**src/verilog/motor_cmd_pkg.sv**
```systemverilog
// Purpose: Shared constants and types for the motor run command decoder.
// Assumes: Digital inputs are sampled on the 50 MHz control clock.
// Notes:   Function and method codes match the drive's parameter values.
//
// Functional notes
// RL1 - Command source 2 means start, stop and direction come from inputs.
// RL2 - Five input control methods: three two-wire, two three-wire.
// RL3 - Method code 0 selects two-wire methods 1 or 2; factory default.
// RL4 - Two-wire methods treat both command inputs as held levels.
// RL5 - Two-wire method 1: one input runs/stops, other picks direction only.
// RL6 - Two-wire method 1: run low gives ramp-down stop, reverse ignored.
// RL7 - Two-wire method 1, run high: reverse picks setpoint or negated one.
// RL8 - Input 0 carries run by default, function code 1.
// RL9 - Input 1 carries reverse by default in method 1, function code 12.
// RL10 - Any input may take run or reverse by writing the same code.
// RL11 - Two-wire method 3 reverses any time; both active differs from 2.
// RL12 - Three-wire methods act on rising edges as well as levels.
// RL13 - Clockwise command yields clockwise output phase sequence.
// RL14 - Two-wire method 2, both high: first active keeps priority.
// RL15 - Two-wire method 2 accepts reversal only after reaching 0 Hz.
// RL16 - Method code 1 selects two-wire method 3; both high stops.
// RL17 - Inputs are synchronised; edges compare current and previous sample.
// RL18 - Other command sources: decoded input commands are ignored.

`default_nettype none

package motor_cmd_pkg;

	localparam int          NUM_DI        = 4;
	localparam int          CODE_W        = 8;
	localparam int          SRC_W         = 4;
	localparam int          METHOD_W      = 3;

	// -------------------------------------------------------------------
	// Setting codes
	// -------------------------------------------------------------------
	localparam logic [SRC_W-1:0]    SRC_DIGITAL   = 4'h2;
	localparam logic [METHOD_W-1:0] WCM_TWO_1_2   = 3'h0;
	localparam logic [METHOD_W-1:0] WCM_TWO_3     = 3'h1;
	localparam logic [METHOD_W-1:0] WCM_THREE_1   = 3'h2;
	localparam logic [METHOD_W-1:0] WCM_THREE_2   = 3'h3;
	localparam logic [METHOD_W-1:0] WCM_DEFAULT   = WCM_TWO_1_2;

	// Input function codes
	localparam logic [CODE_W-1:0]   FC_ON         = 8'h01;
	localparam logic [CODE_W-1:0]   FC_SECOND     = 8'h02;
	localparam logic [CODE_W-1:0]   FC_REVERSE    = 8'h0c;

	// Factory assignment of inputs 0 and 1
	localparam logic [CODE_W-1:0]   DEF_IN0_CODE  = FC_ON;
	localparam logic [CODE_W-1:0]   DEF_IN1_CODE  = FC_REVERSE;

	typedef enum logic [1:0] {ST_STOP, ST_CW, ST_CCW} motor_state_e;

	// Decoded command functions
	typedef struct packed {
		logic on;
		logic second;
		logic rev;
	} fn_s;

	// Command to the ramp generator and modulator
	typedef struct packed {
		logic run;
		logic reverse;
		logic ramp_down_stop;
		logic phase_cw;
	} cmd_s;

	localparam cmd_s CMD_RESET = '{run: 1'b0, reverse: 1'b0,
		ramp_down_stop: 1'b1, phase_cw: 1'b0};

endpackage

`default_nettype wire

```
**src/verilog/motor_run_command_decoder.sv**
```systemverilog
// Purpose: Decode digital input levels and edges into run/stop/direction.
// Assumes: Setting ports are static from the controller; i_at_standstill
//          comes from the ramp generator on the same clock.
// Notes:   Output command lags a pin change by three clock edges.

`default_nettype none

module motor_run_command_decoder #(
	parameter int NUM_DI = motor_cmd_pkg::NUM_DI
) (
	input  wire logic                                   i_clk,
	input  wire logic                                   i_rst_n,
	input  wire logic [NUM_DI-1:0]                      i_din,
	input  wire logic [motor_cmd_pkg::SRC_W-1:0]        i_command_source_select,
	input  wire logic [motor_cmd_pkg::METHOD_W-1:0]     i_wire_control_method,
	input  wire logic [NUM_DI-1:0][motor_cmd_pkg::CODE_W-1:0] i_input_function_code,
	input  wire logic                                   i_at_standstill,
	output var motor_cmd_pkg::cmd_s                     o_cmd,
	output logic [1:0]                                  o_state
);

	// -------------------------------------------------------------------
	// Input synchroniser
	// -------------------------------------------------------------------
	logic [NUM_DI-1:0] din_s1_r;
	logic [NUM_DI-1:0] din_s2_r;

	always_ff @(posedge i_clk) begin
		if (!i_rst_n) begin
			din_s1_r <= '0;
			din_s2_r <= '0;
		end else begin
			din_s1_r <= i_din; // RL17
			din_s2_r <= din_s1_r;
		end
	end

	// -------------------------------------------------------------------
	// Function decode
	// -------------------------------------------------------------------
	// Any input carrying a code contributes; several inputs may share one.
	motor_cmd_pkg::fn_s fn;
	logic               has_rev_code;

	always_comb begin
		fn           = '0;
		has_rev_code = 1'b0;
		for (int i = 0; i < NUM_DI; i++) begin
			if (i_input_function_code[i] == motor_cmd_pkg::FC_ON) begin
				fn.on = fn.on | din_s2_r[i]; // RL8 RL10
			end
			if (i_input_function_code[i] == motor_cmd_pkg::FC_SECOND) begin
				fn.second = fn.second | din_s2_r[i];
			end
			if (i_input_function_code[i] == motor_cmd_pkg::FC_REVERSE) begin
				fn.rev       = fn.rev | din_s2_r[i]; // RL9 RL10
				has_rev_code = 1'b1;
			end
		end
	end

	motor_cmd_pkg::fn_s fn_prev_r;
	motor_cmd_pkg::fn_s fn_rise;

	always_ff @(posedge i_clk) begin
		if (!i_rst_n) begin
			fn_prev_r <= '0;
		end else begin
			fn_prev_r <= fn;
		end
	end

	assign fn_rise = fn & ~fn_prev_r; // RL17

	// -------------------------------------------------------------------
	// Method selection
	// -------------------------------------------------------------------
	// Code 0 covers two methods: a reverse-coded input means method 1,
	// otherwise the second input is a counter-clockwise run (method 2).
	logic [motor_cmd_pkg::METHOD_W-1:0] method;
	logic                               two_m1;
	logic                               src_dig;

	always_comb begin
		method = i_wire_control_method;
		if (method > motor_cmd_pkg::WCM_THREE_2) begin // RL2
			method = motor_cmd_pkg::WCM_DEFAULT; // RL3
		end
	end

	assign two_m1  = (method == motor_cmd_pkg::WCM_TWO_1_2) && has_rev_code;
	assign src_dig = (i_command_source_select == motor_cmd_pkg::SRC_DIGITAL);

	// -------------------------------------------------------------------
	// Run state machine
	// -------------------------------------------------------------------
	motor_cmd_pkg::motor_state_e state_r;
	motor_cmd_pkg::motor_state_e state_nxt;
	motor_cmd_pkg::motor_state_e last_dir_r;
	motor_cmd_pkg::motor_state_e last_dir_nxt;
	motor_cmd_pkg::cmd_s         cmd_r;
	motor_cmd_pkg::cmd_s         cmd_nxt;
	logic                        cw_ok;
	logic                        ccw_ok;

	always_comb begin
		state_nxt    = state_r;
		last_dir_nxt = last_dir_r;
		// Method 2: reversal waits for standstill so a spinning motor is
		// never driven straight into the opposite direction.
		cw_ok  = (last_dir_r != motor_cmd_pkg::ST_CCW) || i_at_standstill;
		ccw_ok = (last_dir_r != motor_cmd_pkg::ST_CW) || i_at_standstill;
		if (src_dig) begin // RL1 RL18
			if (method == motor_cmd_pkg::WCM_TWO_1_2 && two_m1) begin
				// Held levels: on starts/stops, rev picks direction only
				if (!fn.on) begin
					state_nxt = motor_cmd_pkg::ST_STOP; // RL4 RL5 RL6
				end else if (fn.rev) begin
					state_nxt = motor_cmd_pkg::ST_CCW; // RL7
				end else begin
					state_nxt = motor_cmd_pkg::ST_CW; // RL7
				end
			end else if (method == motor_cmd_pkg::WCM_TWO_1_2) begin
				case (state_r)
					motor_cmd_pkg::ST_CW: begin
						if (!fn.on) begin
							state_nxt = motor_cmd_pkg::ST_STOP;
						end
					end
					motor_cmd_pkg::ST_CCW: begin
						if (!fn.second) begin
							state_nxt = motor_cmd_pkg::ST_STOP;
						end
					end
					default: begin
						if (fn.on && cw_ok) begin
							state_nxt = motor_cmd_pkg::ST_CW; // RL15
						end else if (fn.second && ccw_ok) begin
							state_nxt = motor_cmd_pkg::ST_CCW; // RL15
						end
					end
				endcase // RL14
			end else if (method == motor_cmd_pkg::WCM_TWO_3) begin
				if (fn.on == fn.second) begin
					state_nxt = motor_cmd_pkg::ST_STOP; // RL16 RL11
				end else if (fn.on) begin
					state_nxt = motor_cmd_pkg::ST_CW; // RL11
				end else begin
					state_nxt = motor_cmd_pkg::ST_CCW;
				end
			end else if (method == motor_cmd_pkg::WCM_THREE_1) begin
				// Enable level, clockwise and counter-clockwise edges
				if (!fn.on || (fn.second && fn.rev)) begin
					state_nxt = motor_cmd_pkg::ST_STOP;
				end else if (fn_rise.second && !fn.rev) begin
					state_nxt = motor_cmd_pkg::ST_CW; // RL12
				end else if (fn_rise.rev && !fn.second) begin
					state_nxt = motor_cmd_pkg::ST_CCW; // RL12
				end
			end else begin
				// Enable level, start edge, direction level
				if (!fn.on) begin
					state_nxt = motor_cmd_pkg::ST_STOP;
				end else if (state_r != motor_cmd_pkg::ST_STOP || fn_rise.second) begin
					state_nxt = fn.rev ? motor_cmd_pkg::ST_CCW // RL12
						: motor_cmd_pkg::ST_CW;
				end
			end
		end
		if (state_nxt != motor_cmd_pkg::ST_STOP) begin
			last_dir_nxt = state_nxt;
		end

		cmd_nxt.run            = (state_nxt != motor_cmd_pkg::ST_STOP);
		cmd_nxt.reverse        = (state_nxt == motor_cmd_pkg::ST_CCW);
		cmd_nxt.ramp_down_stop = (state_nxt == motor_cmd_pkg::ST_STOP);
		cmd_nxt.phase_cw       = (state_nxt == motor_cmd_pkg::ST_CW); // RL13
	end

	always_ff @(posedge i_clk) begin
		if (!i_rst_n) begin
			state_r    <= motor_cmd_pkg::ST_STOP;
			last_dir_r <= motor_cmd_pkg::ST_STOP;
			cmd_r      <= motor_cmd_pkg::CMD_RESET;
		end else begin
			state_r    <= state_nxt;
			last_dir_r <= last_dir_nxt;
			cmd_r      <= cmd_nxt;
		end
	end

	assign o_cmd   = cmd_r;
	assign o_state = state_r;

	// -------------------------------------------------------------------
	// Checks
	// -------------------------------------------------------------------
	chk_src_hold: assert property (@(posedge i_clk) disable iff (!i_rst_n) // RL18
		!src_dig |=> $stable(cmd_r))
		else $error("Command changed while inputs not selected");

	chk_m1_stop: assert property (@(posedge i_clk) disable iff (!i_rst_n) // RL6
		src_dig && two_m1 && !fn.on |=> cmd_r.ramp_down_stop && !cmd_r.run)
		else $error("Method 1 run low did not stop");

	chk_m1_dir: assert property (@(posedge i_clk) disable iff (!i_rst_n) // RL7
		src_dig && two_m1 && fn.on |=> cmd_r.run && (cmd_r.reverse == $past(fn.rev)))
		else $error("Method 1 direction wrong");

	chk_m3_both: assert property (@(posedge i_clk) disable iff (!i_rst_n) // RL16
		src_dig && method == motor_cmd_pkg::WCM_TWO_3 && fn.on && fn.second
		|=> cmd_r.ramp_down_stop)
		else $error("Method 3 both high did not stop");

	chk_m2_first: assert property (@(posedge i_clk) disable iff (!i_rst_n) // RL14
		src_dig && method == motor_cmd_pkg::WCM_TWO_1_2 && !two_m1
		&& state_r == motor_cmd_pkg::ST_CW && fn.on
		|=> state_r == motor_cmd_pkg::ST_CW)
		else $error("Method 2 lost first active priority");

	chk_m2_wait: assert property (@(posedge i_clk) disable iff (!i_rst_n) // RL15
		src_dig && method == motor_cmd_pkg::WCM_TWO_1_2 && !two_m1
		&& state_r == motor_cmd_pkg::ST_STOP
		&& last_dir_r == motor_cmd_pkg::ST_CW && !i_at_standstill
		|=> state_r != motor_cmd_pkg::ST_CCW)
		else $error("Method 2 reversed before standstill");

	chk_edge_cw: assert property (@(posedge i_clk) disable iff (!i_rst_n) // RL12
		src_dig && method == motor_cmd_pkg::WCM_THREE_1 && fn.on
		&& fn_rise.second && !fn.rev
		|=> cmd_r.run && cmd_r.phase_cw ##1 ($stable(cmd_r.run)
		|| !$past(fn.on) || $past(fn.second && fn.rev)))
		else $error("Three-wire edge did not start clockwise");

	chk_phase_cw: assert property (@(posedge i_clk) disable iff (!i_rst_n) // RL13
		cmd_r.phase_cw == (cmd_r.run && !cmd_r.reverse))
		else $error("Phase sequence does not follow direction");

	chk_sync_lag: assert property (@(posedge i_clk) disable iff (!i_rst_n) // RL17
		$rose(din_s1_r[0]) |=> din_s2_r[0])
		else $error("Synchroniser stage missing");

endmodule

`default_nettype wire

```
**config.mk**
```make
export PLATFORM = sky130hd
export DESIGN_NAME = motor_run_command_decoder
export DESIGN_NICKNAME = d
export VERILOG_FILES = /design/src/verilog/motor_cmd_pkg.sv /design/src/verilog/motor_run_command_decoder.sv
export SDC_FILE = /design/constraint.sdc
export NUM_CORES = 1
export LEC_CHECK = 0
export BUFFER_PORTS_ARGS = -buffer_cell sky130_fd_sc_hd__clkbuf_2
export CORE_ASPECT_RATIO = 0.75
export CORE_UTILIZATION = 50
export DETAILED_ROUTE_END_ITERATION = 10
export PLACE_DENSITY = 0.82
export SYNTH_ARGS = -nofsm -noshare
export SYNTH_HDL_FRONTEND = slang
export SYNTH_SLANG_ARGS = --single-unit
```
**constraint.sdc**
```tcl
create_clock -name i_clk -period 5 [get_ports i_clk]
set_input_delay 0.75 -clock i_clk [delete_from_list [all_inputs] [get_ports i_clk]]
set_output_delay 0.75 -clock i_clk [all_outputs]
set_load 0.01 [all_outputs]
```
==> results of run 1 <==
==> how the worst min path moves through the flow <==
stage | to | cells after the start
4_1_cts | din_s2_r[0] | 1
5_1_grt | din_s2_r[0] | 1
3_5_place_dp | din_s2_r[0] | 1
6_report | din_s2_r[0] | 1
2_1_floorplan | din_s2_r[0] | 1
3_3_place_gp | din_s2_r[0] | 1
==> stage by stage <==
stage	setup slack (ns)	std cells	total power (W)
2_1_floorplan	2.43	135	0.000174
3_3_place_gp	2.14	216	0.000199
3_5_place_dp	2.05	216	0.000201
4_1_cts	2.36	220	0.000286
5_1_grt	2.13	220	0.000296
6_report	2.31	220	0.000284
==> layout by cell type, fill, tap and decap left out, types with 2 or more instances in the layout <==
cell type / synthesis / layout
and2_1: 12 / 12
ha_1: 3 / 3
nor3b_1: 6 / 6
o21ai_0: 5 / 5
a211o_1: 3 / 3
nand4b_1: 7 / 7
o21bai_1: 2 / 2
dfxtp_1: 18 / 18
o22ai_1: 2 / 2
a21oi_1: 3 / 3
nand4_1: 6 / 6
clkbuf_2: 0 / 51
clkbuf_4: 0 / 3
nor4_4: 3 / 3
nand2b_1: 2 / 2
o31ai_1: 2 / 2
nor3_1: 2 / 2
nand3_1: 4 / 4
inv_1: 6 / 6
nand2_1: 9 / 9
nor4_2: 2 / 2
nor2_1: 13 / 13
==> logic make-up (layout without fill, tap and decap cells) <==
kind of cell,count (synthesis),after routing,share of synthesized area
and+or+nand+nor,72,72,0.415
buffers and inverters,8,61,0.0250
DFF,18,18,0.301
AOI/OAI and AO/OA,34,34,0.228
adders and majority gates,3,3,0.0313
==> sequential cells by signal, summed over array words and instances, names as in the netlist <==
name and cells:
din_s1_r 4, din_s2_r 4, o_cmd 4, fn_prev_r 2, last_dir_r 2, o_state 2
==> cell type report <==
type | instances | area [µm²]
clock buffer | 4 | 36.3
multi-input combinational | 109 | 808
sequential | 18 | 360
timing repair buffer | 51 | 255
tap | 32 | 40.0
fill | 184 | 614
inverter | 6 | 22.5
==> worst max-delay path, stage by stage <==
cell and delay, ns:
clkbuf_2 0.08, nor4_2 0.43, nand4b_1 0.24, a41oi_2 0.27, nand2b_1 0.11, a221oi_2 0.25, a211oi_1 0.10, o31a_2 0.40
a31o_1 0.24
==> report_power, final <==
group	internal, W	switching (W)
clock	0.0000443	0.0000407
combinational	0.0000238	0.0000246
sequential	0.000148	0.00000233
total	0.000216	0.0000676
==> routing by layer <==
| metal | GRT usage | routed length [µm] |
|---|---|---|
| met5 | 0 | 0 |
| met2 | 0.457 | 1500 |
| met4 | 0.114 | 22 |
| met1 | 0.324 | 1300 |
| met3 | 0.00877 | 273 |
==> impl_metrics.csv, run 1 <==
group,metric,value,unit
run_status,status,"complete, no violations",
finish,fin_util,0.713,
worst_setup_path,cp_max_fo,6,
drt,num_vias,1298,
finish,syn_to_final_growth,27.0,%
cts,ctsHoldBuffers,0,
logic_synthesis,yosys-top-cells-area,"dfxtp_1 (30%), and2_1 (6.3%), nor4_4 (5.3%), nand4b_1 (5.1%), nor2_1 (4.1%)",
grt,first_global_vias,1202,
timing,rsz0062_at_grt,"no",
power,p_leak,0.689,nW
logic_synthesis,yosysUniqueCellTypes,45,
timing,finalCriticalPeriod,2.69,ns
worst_hold_path,hp-start,"din_s1_r[0]",
drt,final_antenna_net_count,0,
power,p_per_area,186,nW/µm²
cts,cts_buffer_depth,2,
place,hpwl,2540,µm
timing,finalCritPeriodShare,0.538,
drt,drc_errors,0,
floorplan,rows,14,
grt,antenna_found_initial,0,
cts,numCtsBuffers,3,
cts,clock-sinks,18,
run,maxCapViolations,0,
floorplan,start_util,0.561,
timing,relSlewSlack,0.688,
logic_synthesis,netlist.area_leader.share,0.301,
grt,grt_use_total,0.255,
drt,drt-wirelength-per-cell,14.1,µm
timing,final.setup.tns,0,ns
cts,clockRootBuffer,"clkbuf_4",
floorplan,dieArea,2600,µm²
timing,hold_violations,0,
worst_setup_path,arrival,2.88,ns
logic_synthesis,syn_inst,135,
place,port_buffers,51,
logic_synthesis,ys.flop_type,"dfxtp_1",
finish,layout-drive-gt1-share,0.378,
cts,htree_levels,1,
finish,finalInstanceArea,1520,µm²
grt,grt.overflow.total,0,
cts,clk_latency,0.28,ns
power,ir_drop,0.244,mV
logic_synthesis,synthArstFlopShare,0,
logic_synthesis,synthesis.area,1200,µm²
timing,worst_pin_slew,0.463,ns
grt,grt_pass1_wl,4990,µm
grt,grt_max_degree,14,
logic_synthesis,ys_warn_count,0,
worst_setup_path,r2r_start,"din_s2_r[1]",
logic_synthesis,synth_area_leader_cell,"dfxtp_1",
cts,path_clk_slew,0.10,ns
finish,layout.nets,238,
logic_synthesis,synth_edf_count,0,
worst_setup_path,startpoint_type,"input port",
place,routabilityCongestion,0.885,
logic_synthesis,synth_most_common_cell,"dfxtp_1",
worst_setup_path,worstSetupEndpoint,"last_dir_r[1]",
worst_setup_path,critPathCaptureType,"register",
worst_setup_path,r2r_slack,2.58,ns
logic_synthesis,ys_seq_elements,18,
timing,fin_skew,0.00859,ns
cts,cts_resized,0,
logic_synthesis,synth_common_cells,"dfxtp_1 (18), nor2_1 (13), and2_1 (12)",
place,place_area,1490,µm²
drt,drt_iter0_drc,71,
cts,postCtsSetupRepairBufs,0,
worst_setup_path,cp-startpoint,"i_input_function_code[21]",
floorplan,io_pins,52,
worst_setup_path,cp_data_required_time,5.19,ns
floorplan,die_h,44.4,µm
worst_setup_path,worstSetupPathType,"input port to register",
worst_setup_path,reg2regPathDepth,8,
logic_synthesis,syn_nets,184,
cts,cts_tree,"built",
drt,routed_wl,3090,µm
logic_synthesis,syn-mean-instance-area,8.88,µm²
timing,maxSlewViolCount,0,
worst_hold_path,min_path_type,"register to register",
worst_setup_path,r2r_end,"last_dir_r[1]",
timing,setup_viol,0,
drt,dr.pass1.iters,4,
timing,fmax,372,MHz
floorplan,dieWidth,58.5,µm
drt,viasPerCell,5.90,
timing,whs,0.434,ns
logic_synthesis,synth_seq_area_share,0.301,
finish,diodes,0,
floorplan,fp.coreArea,2140,µm²
(Power assumes the default switching activity.)
==> inputs of run 2 (changes only) <==
--- a/config.mk
+++ b/config.mk
@@ -5,11 +5,12 @@
 export SDC_FILE = /design/constraint.sdc
 export NUM_CORES = 1
 export LEC_CHECK = 0
+export ABC_AREA = 1
 export BUFFER_PORTS_ARGS = -buffer_cell sky130_fd_sc_hd__clkbuf_2
 export CORE_ASPECT_RATIO = 0.75
-export CORE_UTILIZATION = 50
+export CORE_UTILIZATION = 49
 export DETAILED_ROUTE_END_ITERATION = 10
-export PLACE_DENSITY = 0.82
+export PLACE_DENSITY = 0.78
 export SYNTH_ARGS = -nofsm -noshare
 export SYNTH_HDL_FRONTEND = slang
 export SYNTH_SLANG_ARGS = --single-unit
==> constraint.sdc (replaced) <==
create_clock -name i_clk -period 2.6 [get_ports i_clk]
set_input_delay 0.39 -clock i_clk [delete_from_list [all_inputs] [get_ports i_clk]]
set_output_delay 0.39 -clock i_clk [all_outputs]
set_load 0.01 [all_outputs]
==> run 2 against run 1 <==
Effect of this change: flip-flop and latch count unchanged; power up 120%; clock skew down 0.0041 ns; die area up 18%; critical path type is now register to register; highest routed layer unchanged.
==> impl_metrics.csv, run 2 <==
group,metric,value,unit
run_status,status,"complete, no violations",
worst_setup_path,worstSetupPathType,"register to register",
worst_setup_path,crit_chain,"inv_1 -> ha_1 -> inv_1 -> nand3_1 -> nand3_1 -> nand2_1 -> inv_1 -> nand2_2 -> nand2_2 -> nand2_2 -> nand2_2 -> nand2_1",
worst_setup_path,startpoint_type,"register",
cts,cts_tree,"built",
cts,cts_resized,0,
finish,final_cell_mix,"nand2_1 (71), inv_1 (51), clkbuf_2 (51)",
cts,clockRootBuffer,"clkbuf_8",
grt,first_global_vias,1251,
logic_synthesis,synthXorXnorAreaFrac,0,
worst_setup_path,cp-startpoint,"o_state[0]",
worst_setup_path,cp_data_required_time,2.74,ns
logic_synthesis,syn_nets,298,
timing,setup_viol,0,
floorplan,rows,16,
logic_synthesis,ys_warn_count,0,
timing,maxSlewViolCount,0,
logic_synthesis,syn_inst,249,
logic_synthesis,syn-mean-instance-area,5.61,µm²
cts,ctsHoldBuffers,0,
logic_synthesis,synthesis.area,1400,µm²
timing,fmax,570,MHz
finish,layout_commonest_cell,"nand2_1",
power,p_per_area,353,nW/µm²
logic_synthesis,synth_top_family_by_area,"simple AND/OR/NAND/NOR gates",
drt,final_antenna_net_count,0,
worst_hold_path,hp-start,"i_din[1]",
floorplan,die_h,48.3,µm
power,ir_drop,0.423,mV
cts,numCtsBuffers,3,
grt,grt_pass1_wl,4970,µm
finish,diodes,0,
logic_synthesis,ys_seq_elements,18,
drt,routed_wl,2980,µm
finish,finalInstanceArea,1750,µm²
finish,stdcell_count,339,
timing,rsz0062_at_grt,"no",
finish,layout.nets,353,
worst_setup_path,reg2regPathDepth,12,
place,place_area,1690,µm²
worst_setup_path,cpMostUsedCell,"nand2_2",
logic_synthesis,synth_edf_count,0,
worst_setup_path,critPathMaxStageDelay,0.45,ns
timing,whs,0.323,ns
logic_synthesis,synthArstFlopShare,0,
worst_hold_path,min_path_type,"input port to register",
drt,drc_errors,0,
timing,hold_violations,0,
drt,viasPerCell,4.47,
place,routabilityCongestion,0.993,
timing,finalCritPeriodShare,0.675,
logic_synthesis,netlist.area_leader.share,0.258,
logic_synthesis,synth_compound_gate_area_share,0.0260,
timing,finalCriticalPeriod,1.75,ns
logic_synthesis,yosys.area_share.simple,0.536,
floorplan,start_util,0.525,
logic_synthesis,muxShareOfSynthArea,0,
finish,layout-drive-gt1-share,0.271,
logic_synthesis,synth_most_common_cell,"nand2_1",
logic_synthesis,synth_seq_area_share,0.258,
grt,grt_use_total,0.209,
place,hpwl,2490,µm
run,maxCapViolations,0,
floorplan,io_pins,52,
power,p_leak,1.04,nW
drt,drt-wirelength-per-cell,8.80,µm
cts,cts_buffer_depth,2,
floorplan,fp.coreArea,2660,µm²
drt,drt_iter0_drc,51,
worst_setup_path,r2r_end,"o_cmd[3]",
place,port_buffers,51,
worst_setup_path,cp_max_fo,7,
grt,grt_max_degree,15,
cts,clock-sinks,18,
worst_setup_path,arrival,1.90,ns
cts,path_clk_slew,0.06,ns
worst_setup_path,r2r_slack,0.85,ns
floorplan,dieArea,3070,µm²
floorplan,dieWidth,63.7,µm
logic_synthesis,synth_area_leader_cell,"dfxtp_1",
worst_setup_path,critPathCaptureType,"register",
timing,final.setup.tns,0,ns
grt,grt.overflow.total,0,
cts,postCtsSetupRepairBufs,0,
timing,fin_skew,0.00445,ns
timing,relSlewSlack,0.715,
logic_synthesis,ys.flop_type,"dfxtp_1",
grt,antenna_found_initial,0,
worst_setup_path,crit_slowest_cell,"dfxtp_1",
place,place_inst,335,
finish,syn_to_final_growth,25.2,%
logic_synthesis,synth_common_cells,"nand2_1 (71), inv_1 (51), nor2_1 (34)",
cts,htree_levels,1,
drt,num_vias,1516,
logic_synthesis,yosys-top-cells-area,"dfxtp_1 (26%), nand2_1 (19%), inv_1 (14%), nand3_1 (10%), nor2_1 (9.1%)",
worst_hold_path,hold_path_depth,3,
cts,clk_latency,0.25,ns
worst_setup_path,r2r_start,"o_state[0]",
worst_hold_path,min_to,"din_s1_r[1]",
finish,fin_util,0.657,
timing,worst_pin_slew,0.423,ns
logic_synthesis,yosysUniqueCellTypes,20,
drt,dr.pass1.iters,4,
finish,nFillCells,265,
logic_synthesis,synth_fa_ha_area_frac,0.0269,
[run 2: final cells by class]
| class | count | area [µm²] | area share |
|---|---|---|---|
| multi-input cells | 174 | 823 | 0.471 |
| repair buffers | 51 | 255 | 0.146 |
| well taps | 36 | 45.0 | 0.0258 |
| clock buffers | 4 | 55.1 | 0.0315 |
| flip-flops and latches | 18 | 360 | 0.206 |
| inverters | 56 | 210 | 0.120 |
[run 2: metrics by stage]
stage	power [W]	worst slack [ns]
2_1_floorplan	0.000352	0.935
3_3_place_gp	0.000403	0.649
3_5_place_dp	0.000405	0.654
4_1_cts	0.000621	0.841
5_1_grt	0.000654	0.670
6_report	0.000618	0.846
[run 2: report_power, final]
part           internal (W)  leakage, nW  total, W  switching [W]
clock              0.000134       0.0288  0.000219      0.0000844
combinational     0.0000481        0.859  0.000108      0.0000599
sequential         0.000286        0.147  0.000291     0.00000552
[run 2: cells by family after synthesis]
family                     count (synthesis)
and+or+nand+nor                          164
buffers and inverters                     57
DFF                                       18
AOI/OAI and AO/OA                          7
adders and majority gates                  3
[run 2: layer usage]
layer,up-vias,GRT usage,wire length [µm]
li1,852,-,-
met1,619,0.302,1620
met2,43,0.340,1180
met3,2,0.0210,167
met4,0,0.0545,11
met5,-,0,0
[run 2: worst max path at each step]
stage / end / slack [ns]
after CTS: o_cmd[3] / 0.84
after global routing: o_cmd[2] / 0.67
after global placement: o_cmd[3] / 0.65
after detailed placement: o_cmd[3] / 0.65
after floorplan: o_cmd[3] / 0.94
final: o_cmd[3] / 0.85
[run 2: critical path, delay by kind of cell (launching register included)]
kind | cells | cell delay [ns]
simple gates | 8 | 0.56
fa+ha+maj | 1 | 0.35
buf+inv | 3 | 0.29
flops | 1 | 0.45
